===== config.mk =====
export PLATFORM = sky130hd
export DESIGN_NAME = ds_output_path
export DESIGN_NICKNAME = d
export VERILOG_FILES = /design/src/ds_pkg.sv /design/src/ds_modulator.sv /design/src/ds_output_path.sv
export SDC_FILE = /design/constraint.sdc
export NUM_CORES = 2
export LEC_CHECK = 0
export BUFFER_PORTS_ARGS = -buffer_cell sky130_fd_sc_hd__buf_4
export CAP_MARGIN = 25
export CORE_ASPECT_RATIO = 2
export CORE_UTILIZATION = 65
export CTS_BUF_LIST = sky130_fd_sc_hd__clkbuf_2 sky130_fd_sc_hd__clkbuf_4 sky130_fd_sc_hd__clkbuf_8
export DETAILED_ROUTE_END_ITERATION = 8
export HOLD_SLACK_MARGIN = 0.12
export PLACE_DENSITY = 0.8
export SYNTH_ARGS = -nofsm -noshare
export SYNTH_HDL_FRONTEND = slang
export SYNTH_SLANG_ARGS = --single-unit

===== constraint.sdc =====
create_clock -name clk -period 19.65 [get_ports clk]
set_input_delay 3.93 -clock clk [delete_from_list [all_inputs] [get_ports clk]]
set_output_delay 3.93 -clock clk [all_outputs]
set_load 0.02 [all_outputs]

===== src/ds_pkg.sv =====
package ds_pkg;

	// ----------------------------------------
	// Clock and rate generation
	// ----------------------------------------
	localparam longint unsigned CLK_HZ        = 125_000_000;
	localparam int unsigned     TW_W          = 32;
	localparam int unsigned     BASE_PER_IN   = 64;
	localparam int unsigned     CNT_W         = 13;
	localparam int unsigned     RATIO_W       = 3;
	localparam int unsigned     LOG_MOD_OSR   = 6;
	localparam int unsigned     LOG_INTERP    = 3;
	localparam longint unsigned IN_MIN_MSPS   = 5_000_000;
	localparam longint unsigned IN_MAX_MSPS   = 204_800_000;
	localparam longint unsigned OUT_MIN_MSPS  = 1_250_000;
	localparam longint unsigned OUT_MAX_MSPS  = 51_200_000;
	// Both terms are divided down so the tuning-word products stay within 64 bits.
	localparam longint unsigned TW_PRESCALE   = 256;
	localparam longint unsigned TW_SCALE      = (64'd1 << TW_W) / TW_PRESCALE;
	localparam longint unsigned TW_DEN        = CLK_HZ * 1000 / TW_PRESCALE;
	localparam logic [39:0]     TW_IN_MIN     = 40'(IN_MIN_MSPS * BASE_PER_IN * TW_SCALE / TW_DEN);
	localparam logic [39:0]     TW_IN_MAX     = 40'(IN_MAX_MSPS * BASE_PER_IN * TW_SCALE / TW_DEN);
	localparam logic [39:0]     TW_OUT_MIN    = 40'(OUT_MIN_MSPS * BASE_PER_IN * TW_SCALE / TW_DEN);
	localparam logic [39:0]     TW_OUT_MAX    = 40'(OUT_MAX_MSPS * BASE_PER_IN * TW_SCALE / TW_DEN);
	localparam logic [TW_W-1:0] TW_RESET      = TW_IN_MIN[TW_W-1:0];

	// ----------------------------------------
	// Sample path
	// ----------------------------------------
	localparam int unsigned     SAMPLE_W      = 16;
	localparam int unsigned     INT_W         = 20;
	localparam logic [15:0]     ATT20_NUM     = 16'h1999;
	localparam logic [15:0]     ATT40_NUM     = 16'h028f;
	localparam int unsigned     ATT_SHIFT     = 16;
	localparam logic signed [INT_W-1:0] FB_POS = 20'sh0_8000;
	localparam logic [CNT_W-1:0] ZERO_RUN     = 13'h1000;

	typedef enum logic [1:0] {
		ATT_0DB,
		ATT_20DB,
		ATT_40DB
	} atten_t;

	typedef struct packed {
		logic signed [SAMPLE_W-1:0] ch1;
		logic signed [SAMPLE_W-1:0] ch0;
	} sample_pair_t;

endpackage


===== src/ds_modulator.sv =====
module ds_modulator (
	input  wire logic                               clk,
	input  wire logic                               rst,
	input  wire logic                               en,
	input  wire logic signed [ds_pkg::SAMPLE_W-1:0] x,
	output logic                                    bit_out
);

	logic signed [ds_pkg::INT_W-1:0] integ1;
	logic signed [ds_pkg::INT_W-1:0] integ2;
	logic signed [ds_pkg::INT_W-1:0] next_integ1;
	logic signed [ds_pkg::INT_W-1:0] next_integ2;
	logic                            next_bit_out;
	logic signed [ds_pkg::INT_W-1:0] fb;

	// ----------------------------------------
	// Second-order loop
	// ----------------------------------------
	// Noise-shaping digital loop.
	always_comb begin
		fb           = bit_out ? ds_pkg::FB_POS : -ds_pkg::FB_POS;
		next_integ1  = integ1;
		next_integ2  = integ2;
		next_bit_out = bit_out;
		if (en) begin
			next_integ1  = integ1 + ds_pkg::INT_W'(x) - fb;
			next_integ2  = integ2 + next_integ1 - fb;
			next_bit_out = ~next_integ2[ds_pkg::INT_W-1];
		end
	end

	always_ff @(posedge clk or posedge rst) begin
		if (rst) begin
			integ1  <= '0;
			integ2  <= '0;
			bit_out <= 1'b0;
		end else begin
			integ1  <= next_integ1;
			integ2  <= next_integ2;
			bit_out <= next_bit_out;
		end
	end

	chk_mod_hold: assert property (@(posedge clk) disable iff (rst) !en |=> $stable(bit_out))
		else $error("modulator bit changed without a tick");

endmodule // ds_modulator


===== src/ds_output_path.sv =====
module ds_output_path (
	input  wire logic                          clk,
	input  wire logic                          rst,
	input  wire logic [ds_pkg::TW_W-1:0]       rate_word,
	input  wire logic [ds_pkg::RATIO_W-1:0]    ratio_sel,
	input  wire logic [1:0]                    atten_sel,
	input  wire ds_pkg::sample_pair_t          sample_in,
	output logic                               sample_req,
	output logic                               in_sample_tick,
	output logic [1:0]                         dac_bit,
	output logic [1:0]                         dac_drive,
	output logic                               mute
);

	// ----------------------------------------
	// Helpers
	// ----------------------------------------
	function automatic logic low_ones(input logic [ds_pkg::CNT_W-1:0] cnt, input int unsigned n);
		logic [ds_pkg::CNT_W-1:0] mask;
		mask = ds_pkg::CNT_W'((1 << n) - 1);
		return (cnt & mask) == mask;
	endfunction

	function automatic logic signed [15:0] interp(input logic signed [15:0] a, input logic signed [15:0] b,
		input logic [2:0] ph);
		logic signed [20:0] d;
		d = (21'(b) - 21'(a)) * $signed({1'b0, ph});
		return 16'(21'(a) + (d >>> ds_pkg::LOG_INTERP));
	endfunction

	function automatic logic signed [15:0] attenuate(input logic signed [15:0] v, input ds_pkg::atten_t sel);
		logic signed [32:0] p;
		p = '0;
		case (sel)
			ds_pkg::ATT_0DB:  return v;
			ds_pkg::ATT_20DB: p = 33'(v) * $signed({1'b0, ds_pkg::ATT20_NUM});
			default:          p = 33'(v) * $signed({1'b0, ds_pkg::ATT40_NUM});
		endcase
		return 16'(p >>> ds_pkg::ATT_SHIFT);
	endfunction

	// ----------------------------------------
	// Rate generation
	// ----------------------------------------
	logic [ds_pkg::TW_W-1:0]    tw_eff;
	logic [ds_pkg::TW_W-1:0]    next_tw_eff;
	logic [ds_pkg::TW_W-1:0]    acc;
	logic [ds_pkg::TW_W-1:0]    next_acc;
	logic                       base_tick;
	logic                       next_base_tick;
	logic [ds_pkg::CNT_W-1:0]   cnt;
	logic [ds_pkg::CNT_W-1:0]   next_cnt;
	logic [39:0]                lo;
	logic [39:0]                hi;
	logic                       in_tick;
	logic                       out_tick;
	logic                       interp_tick;
	logic                       mod_tick;

	always_comb begin
		lo = ds_pkg::TW_OUT_MIN << ratio_sel;
		hi = ds_pkg::TW_OUT_MAX << ratio_sel;
		if (ds_pkg::TW_IN_MIN > lo) begin
			lo = ds_pkg::TW_IN_MIN;
		end
		if (ds_pkg::TW_IN_MAX < hi) begin
			hi = ds_pkg::TW_IN_MAX;
		end
		if ({8'h00, rate_word} < lo) begin
			next_tw_eff = lo[ds_pkg::TW_W-1:0];
		end else if ({8'h00, rate_word} > hi) begin
			next_tw_eff = hi[ds_pkg::TW_W-1:0];
		end else begin
			next_tw_eff = rate_word;
		end
		{next_base_tick, next_acc} = {1'b0, acc} + {1'b0, tw_eff};
		next_cnt = base_tick ? cnt + 1'b1 : cnt;
	end

	always_comb begin
		in_tick     = base_tick & low_ones(cnt, ds_pkg::LOG_MOD_OSR);
		mod_tick    = base_tick & low_ones(cnt, 32'(ratio_sel));
		interp_tick = base_tick & low_ones(cnt, ratio_sel + ds_pkg::LOG_MOD_OSR - ds_pkg::LOG_INTERP);
		out_tick    = base_tick & low_ones(cnt, ratio_sel + ds_pkg::LOG_MOD_OSR);
	end

	always_ff @(posedge clk or posedge rst) begin
		if (rst) begin
			tw_eff    <= ds_pkg::TW_RESET;
			acc       <= '0;
			base_tick <= 1'b0;
			cnt       <= '0;
		end else begin
			tw_eff    <= next_tw_eff;
			acc       <= next_acc;
			base_tick <= next_base_tick;
			cnt       <= next_cnt;
		end
	end

	// ----------------------------------------
	// Sample intake, interpolation, mute
	// ----------------------------------------
	ds_pkg::sample_pair_t       cur;
	ds_pkg::sample_pair_t       prev;
	ds_pkg::sample_pair_t       next_cur;
	ds_pkg::sample_pair_t       next_prev;
	logic [2:0]                 phase;
	logic [2:0]                 next_phase;
	logic [ds_pkg::CNT_W-1:0]   zrun;
	logic [ds_pkg::CNT_W-1:0]   next_zrun;
	logic                       next_mute;
	logic                       pair_zero;
	logic signed [15:0]         mod_in [2];

	always_comb begin
		next_cur   = cur;
		next_prev  = prev;
		next_phase = phase;
		next_zrun  = zrun;
		pair_zero  = (sample_in.ch0 == '0) && (sample_in.ch1 == '0);
		if (sample_req) begin
			next_prev  = cur;
			next_cur   = sample_in;
			next_phase = '0;
			if (!pair_zero) begin
				next_zrun = '0;
			end else if (zrun != ds_pkg::ZERO_RUN) begin
				next_zrun = zrun + 1'b1;
			end
		end else if (interp_tick) begin
			next_phase = phase + 1'b1;
		end
		next_mute = (next_zrun == ds_pkg::ZERO_RUN);
		mod_in[0] = attenuate(interp(prev.ch0, cur.ch0, phase), ds_pkg::atten_t'(atten_sel));
		mod_in[1] = attenuate(interp(prev.ch1, cur.ch1, phase), ds_pkg::atten_t'(atten_sel));
	end

	always_ff @(posedge clk or posedge rst) begin
		if (rst) begin
			cur   <= '0;
			prev  <= '0;
			phase <= '0;
			zrun  <= '0;
			mute  <= 1'b0;
		end else begin
			cur   <= next_cur;
			prev  <= next_prev;
			phase <= next_phase;
			zrun  <= next_zrun;
			mute  <= next_mute;
		end
	end

	// ----------------------------------------
	// Modulators and outputs
	// ----------------------------------------
	logic [1:0] mod_bit;
	logic [1:0] next_dac_bit;
	logic [1:0] next_dac_drive;

	for (genvar c = 0; c < 2; c++) begin : g_ch
		ds_modulator u_mod (
			.clk     (clk),
			.rst     (rst),
			.en      (mod_tick),
			.x       (mod_in[c]),
			.bit_out (mod_bit[c])
		);
	end

	always_comb begin
		next_dac_bit   = mute ? 2'b00 : mod_bit;
		next_dac_drive = mute ? 2'b00 : 2'b11;
	end

	always_ff @(posedge clk or posedge rst) begin
		if (rst) begin
			sample_req     <= 1'b0;
			in_sample_tick <= 1'b0;
			dac_bit        <= '0;
			dac_drive      <= '0;
		end else begin
			sample_req     <= out_tick;
			in_sample_tick <= in_tick;
			dac_bit        <= next_dac_bit;
			dac_drive      <= next_dac_drive;
		end
	end

	// ----------------------------------------
	// Checks
	// ----------------------------------------
	// Ticks stay aligned.
	chk_ticks_aligned: assert property (@(posedge clk) disable iff (rst) out_tick |-> in_tick)
		else $error("output tick without input tick");

	chk_ratio_one: assert property (@(posedge clk) disable iff (rst) (ratio_sel == 0) |-> (out_tick == in_tick))
		else $error("ratio one ticks differ");

	chk_rate_clamp: assert property (@(posedge clk) disable iff (rst)
		{8'h00, tw_eff} >= ds_pkg::TW_IN_MIN && {8'h00, tw_eff} <= ds_pkg::TW_IN_MAX)
		else $error("rate word outside limits");

	chk_tick_nest: assert property (@(posedge clk) disable iff (rst) out_tick |-> (interp_tick && mod_tick))
		else $error("sample tick not on modulator tick");

	chk_req_pulse: assert property (@(posedge clk) disable iff (rst) sample_req |=> !sample_req)
		else $error("sample request longer than one cycle");

	chk_zero_clear: assert property (@(posedge clk) disable iff (rst) sample_req && !pair_zero |=> zrun == 0 && !mute)
		else $error("nonzero sample did not clear zero run");

	chk_mute_entry: assert property (@(posedge clk) disable iff (rst)
		sample_req && pair_zero && zrun == ds_pkg::ZERO_RUN - 1 |=> mute)
		else $error("mute not entered after zero run");

	chk_mute_clamp: assert property (@(posedge clk) disable iff (rst) mute |=> dac_drive == 2'b00 && dac_bit == 2'b00)
		else $error("outputs not clamped in mute");

	chk_mute_exit: assert property (@(posedge clk) disable iff (rst)
		sample_req && !pair_zero |=> !mute ##1 dac_drive == 2'b11)
		else $error("mute not left on nonzero sample");

endmodule // ds_output_path


# Word level (Yosys, flattened, before mapping)
# Cells that the tools add are included.
# classes
order_cmp	4
bitwise	9
muxes	20
shift	5
eq_ne	7
n_reduce_logical	5
n_addsub	21
n_mul	6
# ops
operator	count
$pmux W32 S2	2
$mux W40	2
$sub A20 B20 Y20	4
$mux W16	4
$mux W32	2
$mul A16 B14 Y30 const B	2
$mul A16 B11 Y27 const B	2
$add A20 B16 Y20	2
$add A20 B20 Y20	2
$gt A24 B40 Y1 const A	1
$gt A32 B40 Y1	1
$lt A29 B40 Y1 const A	1
$lt A32 B40 Y1	1
$mux W20	2
$shl A22 B3 Y40 const A	1
$shl A27 B3 Y40 const A	1
$and A13 B13 Y13	3
$eq A13 B13 Y1	3
$mux W13	3
$sub A13 B2 Y13 const B	3
$mul A17 B4 Y19	2
$sub A16 B16 Y17	2
$add A32 B32 Y33	1
$add A16 B16 Y16	2
other kinds (20)	28
# totals
regBits	247
elab_cells	98
in_bits	71
output_inout_bits	7

# Longest topological paths before layout
# depth
depth_word	11
ltp_mapped	79
depth_no_buf	79

# Modules after synthesis
# From an unflattened synthesis, not the netlist that was laid out.
# hier_totals
cells_unflattened	4472
area_unflattened_um2	38564.5
# modules_own_cells
module	seq_area_each_um2	cells_each	n_inst	area_each_um2
ds_output_path	4120.2	3488	1	30346.6
ds_modulator	1026.0	492	2	4108.9

# Least setup slack after synthesis
# Ideal clock, no wire load.
# synth_path
kind	reg2reg
startpoint	register prev[1] (netlist name)
endpoint	register g_ch[0].u_mod.integ2[19] (netlist name)
period_less_slack_ns	15.821
arrival_time_ns	15.696
required_time_ns	19.525
setup_time_ns	0.125
path_buffers	2
path_stages_with_launch	78
path_slack_ns	3.829
path_cell_list	dfrtp_1 inv_1 ha_1 nor2b_1 o21ai_0 a21boi_0 o21ai_0 a21boi_0 o21ai_0 a21boi_0 o21a_1 nor2_1 o21bai_1 a31o_2 a21oi_1 xnor2_1 and2_1 ha_1 [42 not listed] o21ai_0 o21ai_0 or3b_2 nand2_1 ha_1 inv_1 ha_1 nor2_1 nor2_1 a31oi_1 nor2b_1 o21a_1 o21ai_0 nand2b_1 a21oi_1 xnor2_1 xnor3_1 mux2_2
# synth_via
elab_chain_cells	10
word_cells_on_any_way	12
cone_classes	add/sub: 6; mul: 3; mux: 3
# synth_rtl
item	line	rtl
start, declared	ds_output_path.sv:105	ds_pkg::sample_pair_t prev;
start signal, assigned	ds_output_path.sv:148	prev <= next_prev;
$sub A16 B16 Y17	ds_output_path.sv:27	d = (21'(b) - 21'(a)) * $signed({1'b0, ph});
$mul A17 B4 Y19	ds_output_path.sv:27	
$add A16 B16 Y16 (*)	ds_output_path.sv:28	return 16'(21'(a) + (d >>> ds_pkg::LOG_INTERP));
$mul A16 B11 Y27 / $mul A16 B14 Y30 (equally long branches)	ds_output_path.sv:37, ds_output_path.sv:36	
$pmux W32 S2	ds_output_path.sv:34	case (sel)
$mux W16 (*)	ds_output_path.sv:39	return 16'(p >>> ds_pkg::ATT_SHIFT);
$add A20 B16 Y20 (*)	ds_modulator.sv:26	next_integ1 = integ1 + ds_pkg::INT_W'(x) - fb;
$sub A20 B20 Y20 (*)	ds_modulator.sv:26	
$add A20 B20 Y20 (*)	ds_modulator.sv:27	next_integ2 = integ2 + next_integ1 - fb;
$sub A20 B20 Y20 (*)	ds_modulator.sv:27	
end signal, assigned	ds_modulator.sv:39	integ2 <= next_integ2;
end, declared	ds_modulator.sv:10	logic signed [ds_pkg::INT_W-1:0] integ2;
# Mark *: on every way between the ends. The rest lies on a longest branch, timed or not. The select of a mux whose other input is x is not followed.
# A chain may end at the register's enable or synchronous reset.

# Worst setup path after layout
# Same ends and word-level chain as after synthesis.

==> flow_summary.json <==
{
  "outcome": "finished with violations",
  "violations": "DRC",
  "fin_crit_ns": 17.13,
  "n_fill_cell": 4670,
  "drive_gt1_share_pct": 6.73,
  "grt_pass1_vias": 32777,
  "path_max_fanout": 40,
  "clk_pin_slew_ns": 0.07,
  "worstMarginPinSlew_ns": 1.04,
  "wl_mm": 99.4,
  "clk_path_buf_depth": 3,
  "critPathArrivalTime_ns": 17.61,
  "dieArea_mm2": 0.0591,
  "cts_made_buffers": 39,
  "num_rows": 124,
  "area_growth_pct": 6.46,
  "final_antenna_net_count": 0,
  "clock-root-buffer": "clkbuf_8",
  "htree_levels": 2,
  "slew_viol_final": 0,
  "coreArea_mm2": 0.0572,
  "worstHoldPathType": "flop to flop",
  "yosys_most_used_dff": "dfrtp_1",
  "synth.distinct_cells": 89,
  "cap_violations": 0,
  "dp.final_hpwl_mm": 79.5,
  "cts_resized": 0,
  "rsz0062_at_grt": "false",
  "start_util_pct": 65.9,
  "clock_skew_ns": 0.0226,
  "hold_buffers": 0,
  "fmax_ghz": 0.0584,
  "slowest_delay_ns": 0.65,
  "p_per_area_mw_per_mm2": 92.6,
  "ys_seq_area_share_pct": 16.3,
  "post-route-drc-count": 2,
  "setup_violations": 0,
  "worstSkewPairLatency_ns": 0.61,
  "tns_ns": 0,
  "antenna_found_initial": 5,
  "syn_inst": 4430,
  "synth_seq_cells": 246,
  "grt_first_pass_wirelength_mm": 161,
  "fin_ws_ns": 2.52,
  "ir_drop_uv": 153,
  "via_per_inst": 5.90,
  "overflow": 0,
  "met3_length_mm": 5.03,
  "drt-met1-wl_mm": 30.9,
  "cts_setup_buffers": 0,
  "track_usage_pct": 35.3,
  "leakagePower_nw": 22.5,
  "ios": 78,
  "final_nets": 5507,
  "drt_pass1_iterations": 9,
  "critPathLaunchType": "flop",
  "dp.cells": 5213,
  "vias": 31216,
  "fin_crit_sh_pct": 87.2,
  "synthArstFlopShare_pct": 100,
  "clock_sinks": 246,
  "routed.top_layer": "met5",
  "drt-initial-drc-count": 1470,
  "portBuffers": 77,
  "yosys_warnings": 0,
  "wl_met2_mm": 52.1,
  "synth_edf_count": 0,
  "slowest_stage": "xnor2_1",
  "final_cells": 5290,
  "hold_violations": 0,
  "synthesis.area_mm2": 0.0378,
  "required_ns": 20.14,
  "gp_congestion": 1.05,
  "syn_area_per_cell_um2": 8.52,
  "die_height_um": 343,
  "wire_per_inst_um": 18.8,
  "pre_cts_ws_ns": 2.73,
  "cts_tree": "done",
  "grt_max_degree": 134,
  "crit_type": "flop to flop",
  "worstSetupEndpointType": "flop",
  "die_w_um": 172,
  "max-slew-margin-rel_pct": 30.5
}
==> flip-flops by register name, summed over array words and instances, names as in the netlist, 2 cells and up <==
signal              flops
dac_bit                 2
zrun                   13
g_ch.u_mod.integ2      40
cur                    32
tw_eff                 32
g_ch.u_mod.bit_out      2
cnt                    13
g_ch.u_mod.integ1      40
phase                   3
acc                    32
prev                   32
==> per-layer routing <==
metal	up-vias	GRT usage [%]
li1	14792	-
met1	14970	30.9
met2	886	63.7
met3	562	8.20
met4	6	35.1
met5	-	0.167
==> critical path, delay by kind of cell, from the launching register on <==
| kind | cells | cell delay [ns] |
|---|---|---|
| fa+ha+maj | 14 | 5.22 |
| xor+xnor | 10 | 2.38 |
| compound gates | 32 | 6.40 |
| flops | 1 | 0.41 |
| mux | 2 | 0.38 |
| buf+inv | 6 | 1.06 |
| simple gates | 9 | 1.13 |
==> cells in the final DEF, fill, tap and decap left out, types with 8 or more instances in the layout <==
cell type,n
nor2b_1,65
dfstp_2,13
o211ai_1,12
a31oi_1,22
mux2_2,49
mux2i_1,64
nand4_1,31
xnor2_1,194
o31ai_1,17
or3_1,22
ha_1,677
or4_1,9
or2_2,11
a2111oi_0,8
o21ai_1,14
dfrtp_1,232
buf_4,123
o31a_1,9
and3_1,26
inv_1,879
nand2b_1,55
o21a_1,50
nor2_1,215
a21o_1,88
a31o_2,11
nand2_1,280
and2_1,85
fa_1,256
a211oi_1,13
clkbuf_8,46
clkbuf_4,10
a21oi_1,218
nor4_1,27
o21ai_0,269
nand3_1,49
a21boi_0,22
xor2_1,130
o21bai_1,22
nor3_1,51
==> kinds of logic after synthesis <==
kind of cell	synth area share (%)
other cells	0.0199
fa+ha+maj	36.0
mux	3.19
xor+xnor	7.83
simple gates	12.4
flops	16.3
buf+inv	9.77
compound gates	14.4
==> power by group <==
part           internal [W]  leakage [nW]  total, W  switching, W
registers          0.000611          3.20  0.000667     0.0000558
logic               0.00113          18.9   0.00257       0.00144
clock network      0.000261         0.450  0.000487      0.000226
==> path summary, 6_finish.rpt <==
check / from / end / slack (ns) / depth (start not counted)
min: acc[0] / acc[0] / 0.47 / 1
min reg2reg: acc[0] / acc[0] / 0.47 / 1
max in group asynchronous: rst / g_ch[1].u_mod.integ1[10] / 14.01 / 4
min in group asynchronous: rst / dac_drive[0] / 3.45 / 2
max: prev[1] / g_ch[0].u_mod.integ2[19] / 2.52 / 73
max reg2reg: prev[1] / g_ch[0].u_mod.integ2[19] / 2.52 / 73
==> synth_stat cells (7+ instances only) <==
master,count,area share [%]
o21ai_0,269,3.6
a31oi_1,22,0.36
ha_1,677,22
o22ai_1,7,0.12
clkbuf_1,86,0.86
nor4_1,27,0.45
o21ai_1,15,0.20
nand2_1,280,2.8
mux2_2,49,1.5
dfstp_2,13,0.90
nand3_1,49,0.65
nor2_1,215,2.1
o21bai_1,22,0.44
or2_2,11,0.18
inv_1,881,8.8
a31o_2,11,0.26
or3_1,22,0.36
and2_1,85,1.4
a211oi_1,13,0.26
mux2i_1,64,1.7
nand3b_1,7,0.14
a21oi_1,218,2.9
or4_1,9,0.18
a2111oi_0,8,0.19
a21o_1,88,1.7
fa_1,256,14
o31ai_1,17,0.34
o211ai_1,12,0.24
xor2_1,130,3.0
nand4_1,31,0.51
nor3_1,51,0.68
and3_1,26,0.43
nand2b_1,55,0.91
a21boi_0,22,0.44
xnor2_1,199,4.6
o31a_1,9,0.21
o21a_1,50,0.99
dfrtp_1,233,15
nor2b_1,65,1.1
==> through the flow <==
| step | hold slack (ns) | area [um2] | power [W] | utilization, % |
|---|---|---|---|---|
| 6_report | 0.469 | 40200 | 0.00372 | 70.2 |
| 5_1_grt | 0.494 | 40200 | 0.00410 | 70.2 |
| 4_1_cts | 0.476 | 40100 | 0.00374 | 70.1 |
| 3_5_place_dp | 0.460 | 39300 | 0.00323 | 68.6 |
| 3_3_place_gp | 0.453 | 39300 | 0.00316 | 68.6 |
| 2_1_floorplan | 0.443 | 37800 | 0.00270 | - |
==> cell type report <==
type                            count  area [um2]  share of cell area, %
Tap cell                          756         946                   2.35
Timing Repair Buffer              124         938                   2.33
Multi-Input combinational cell   3205       27900                   69.5
Sequential cell                   246        6180                   15.4
Clock buffer                       56         708                   1.76
Antenna cell                        3        7.51                 0.0187
Inverter                          887        3340                   8.30
Clock inverter                     13         130                  0.324
Note: power is estimated with default switching activity, not from simulation.
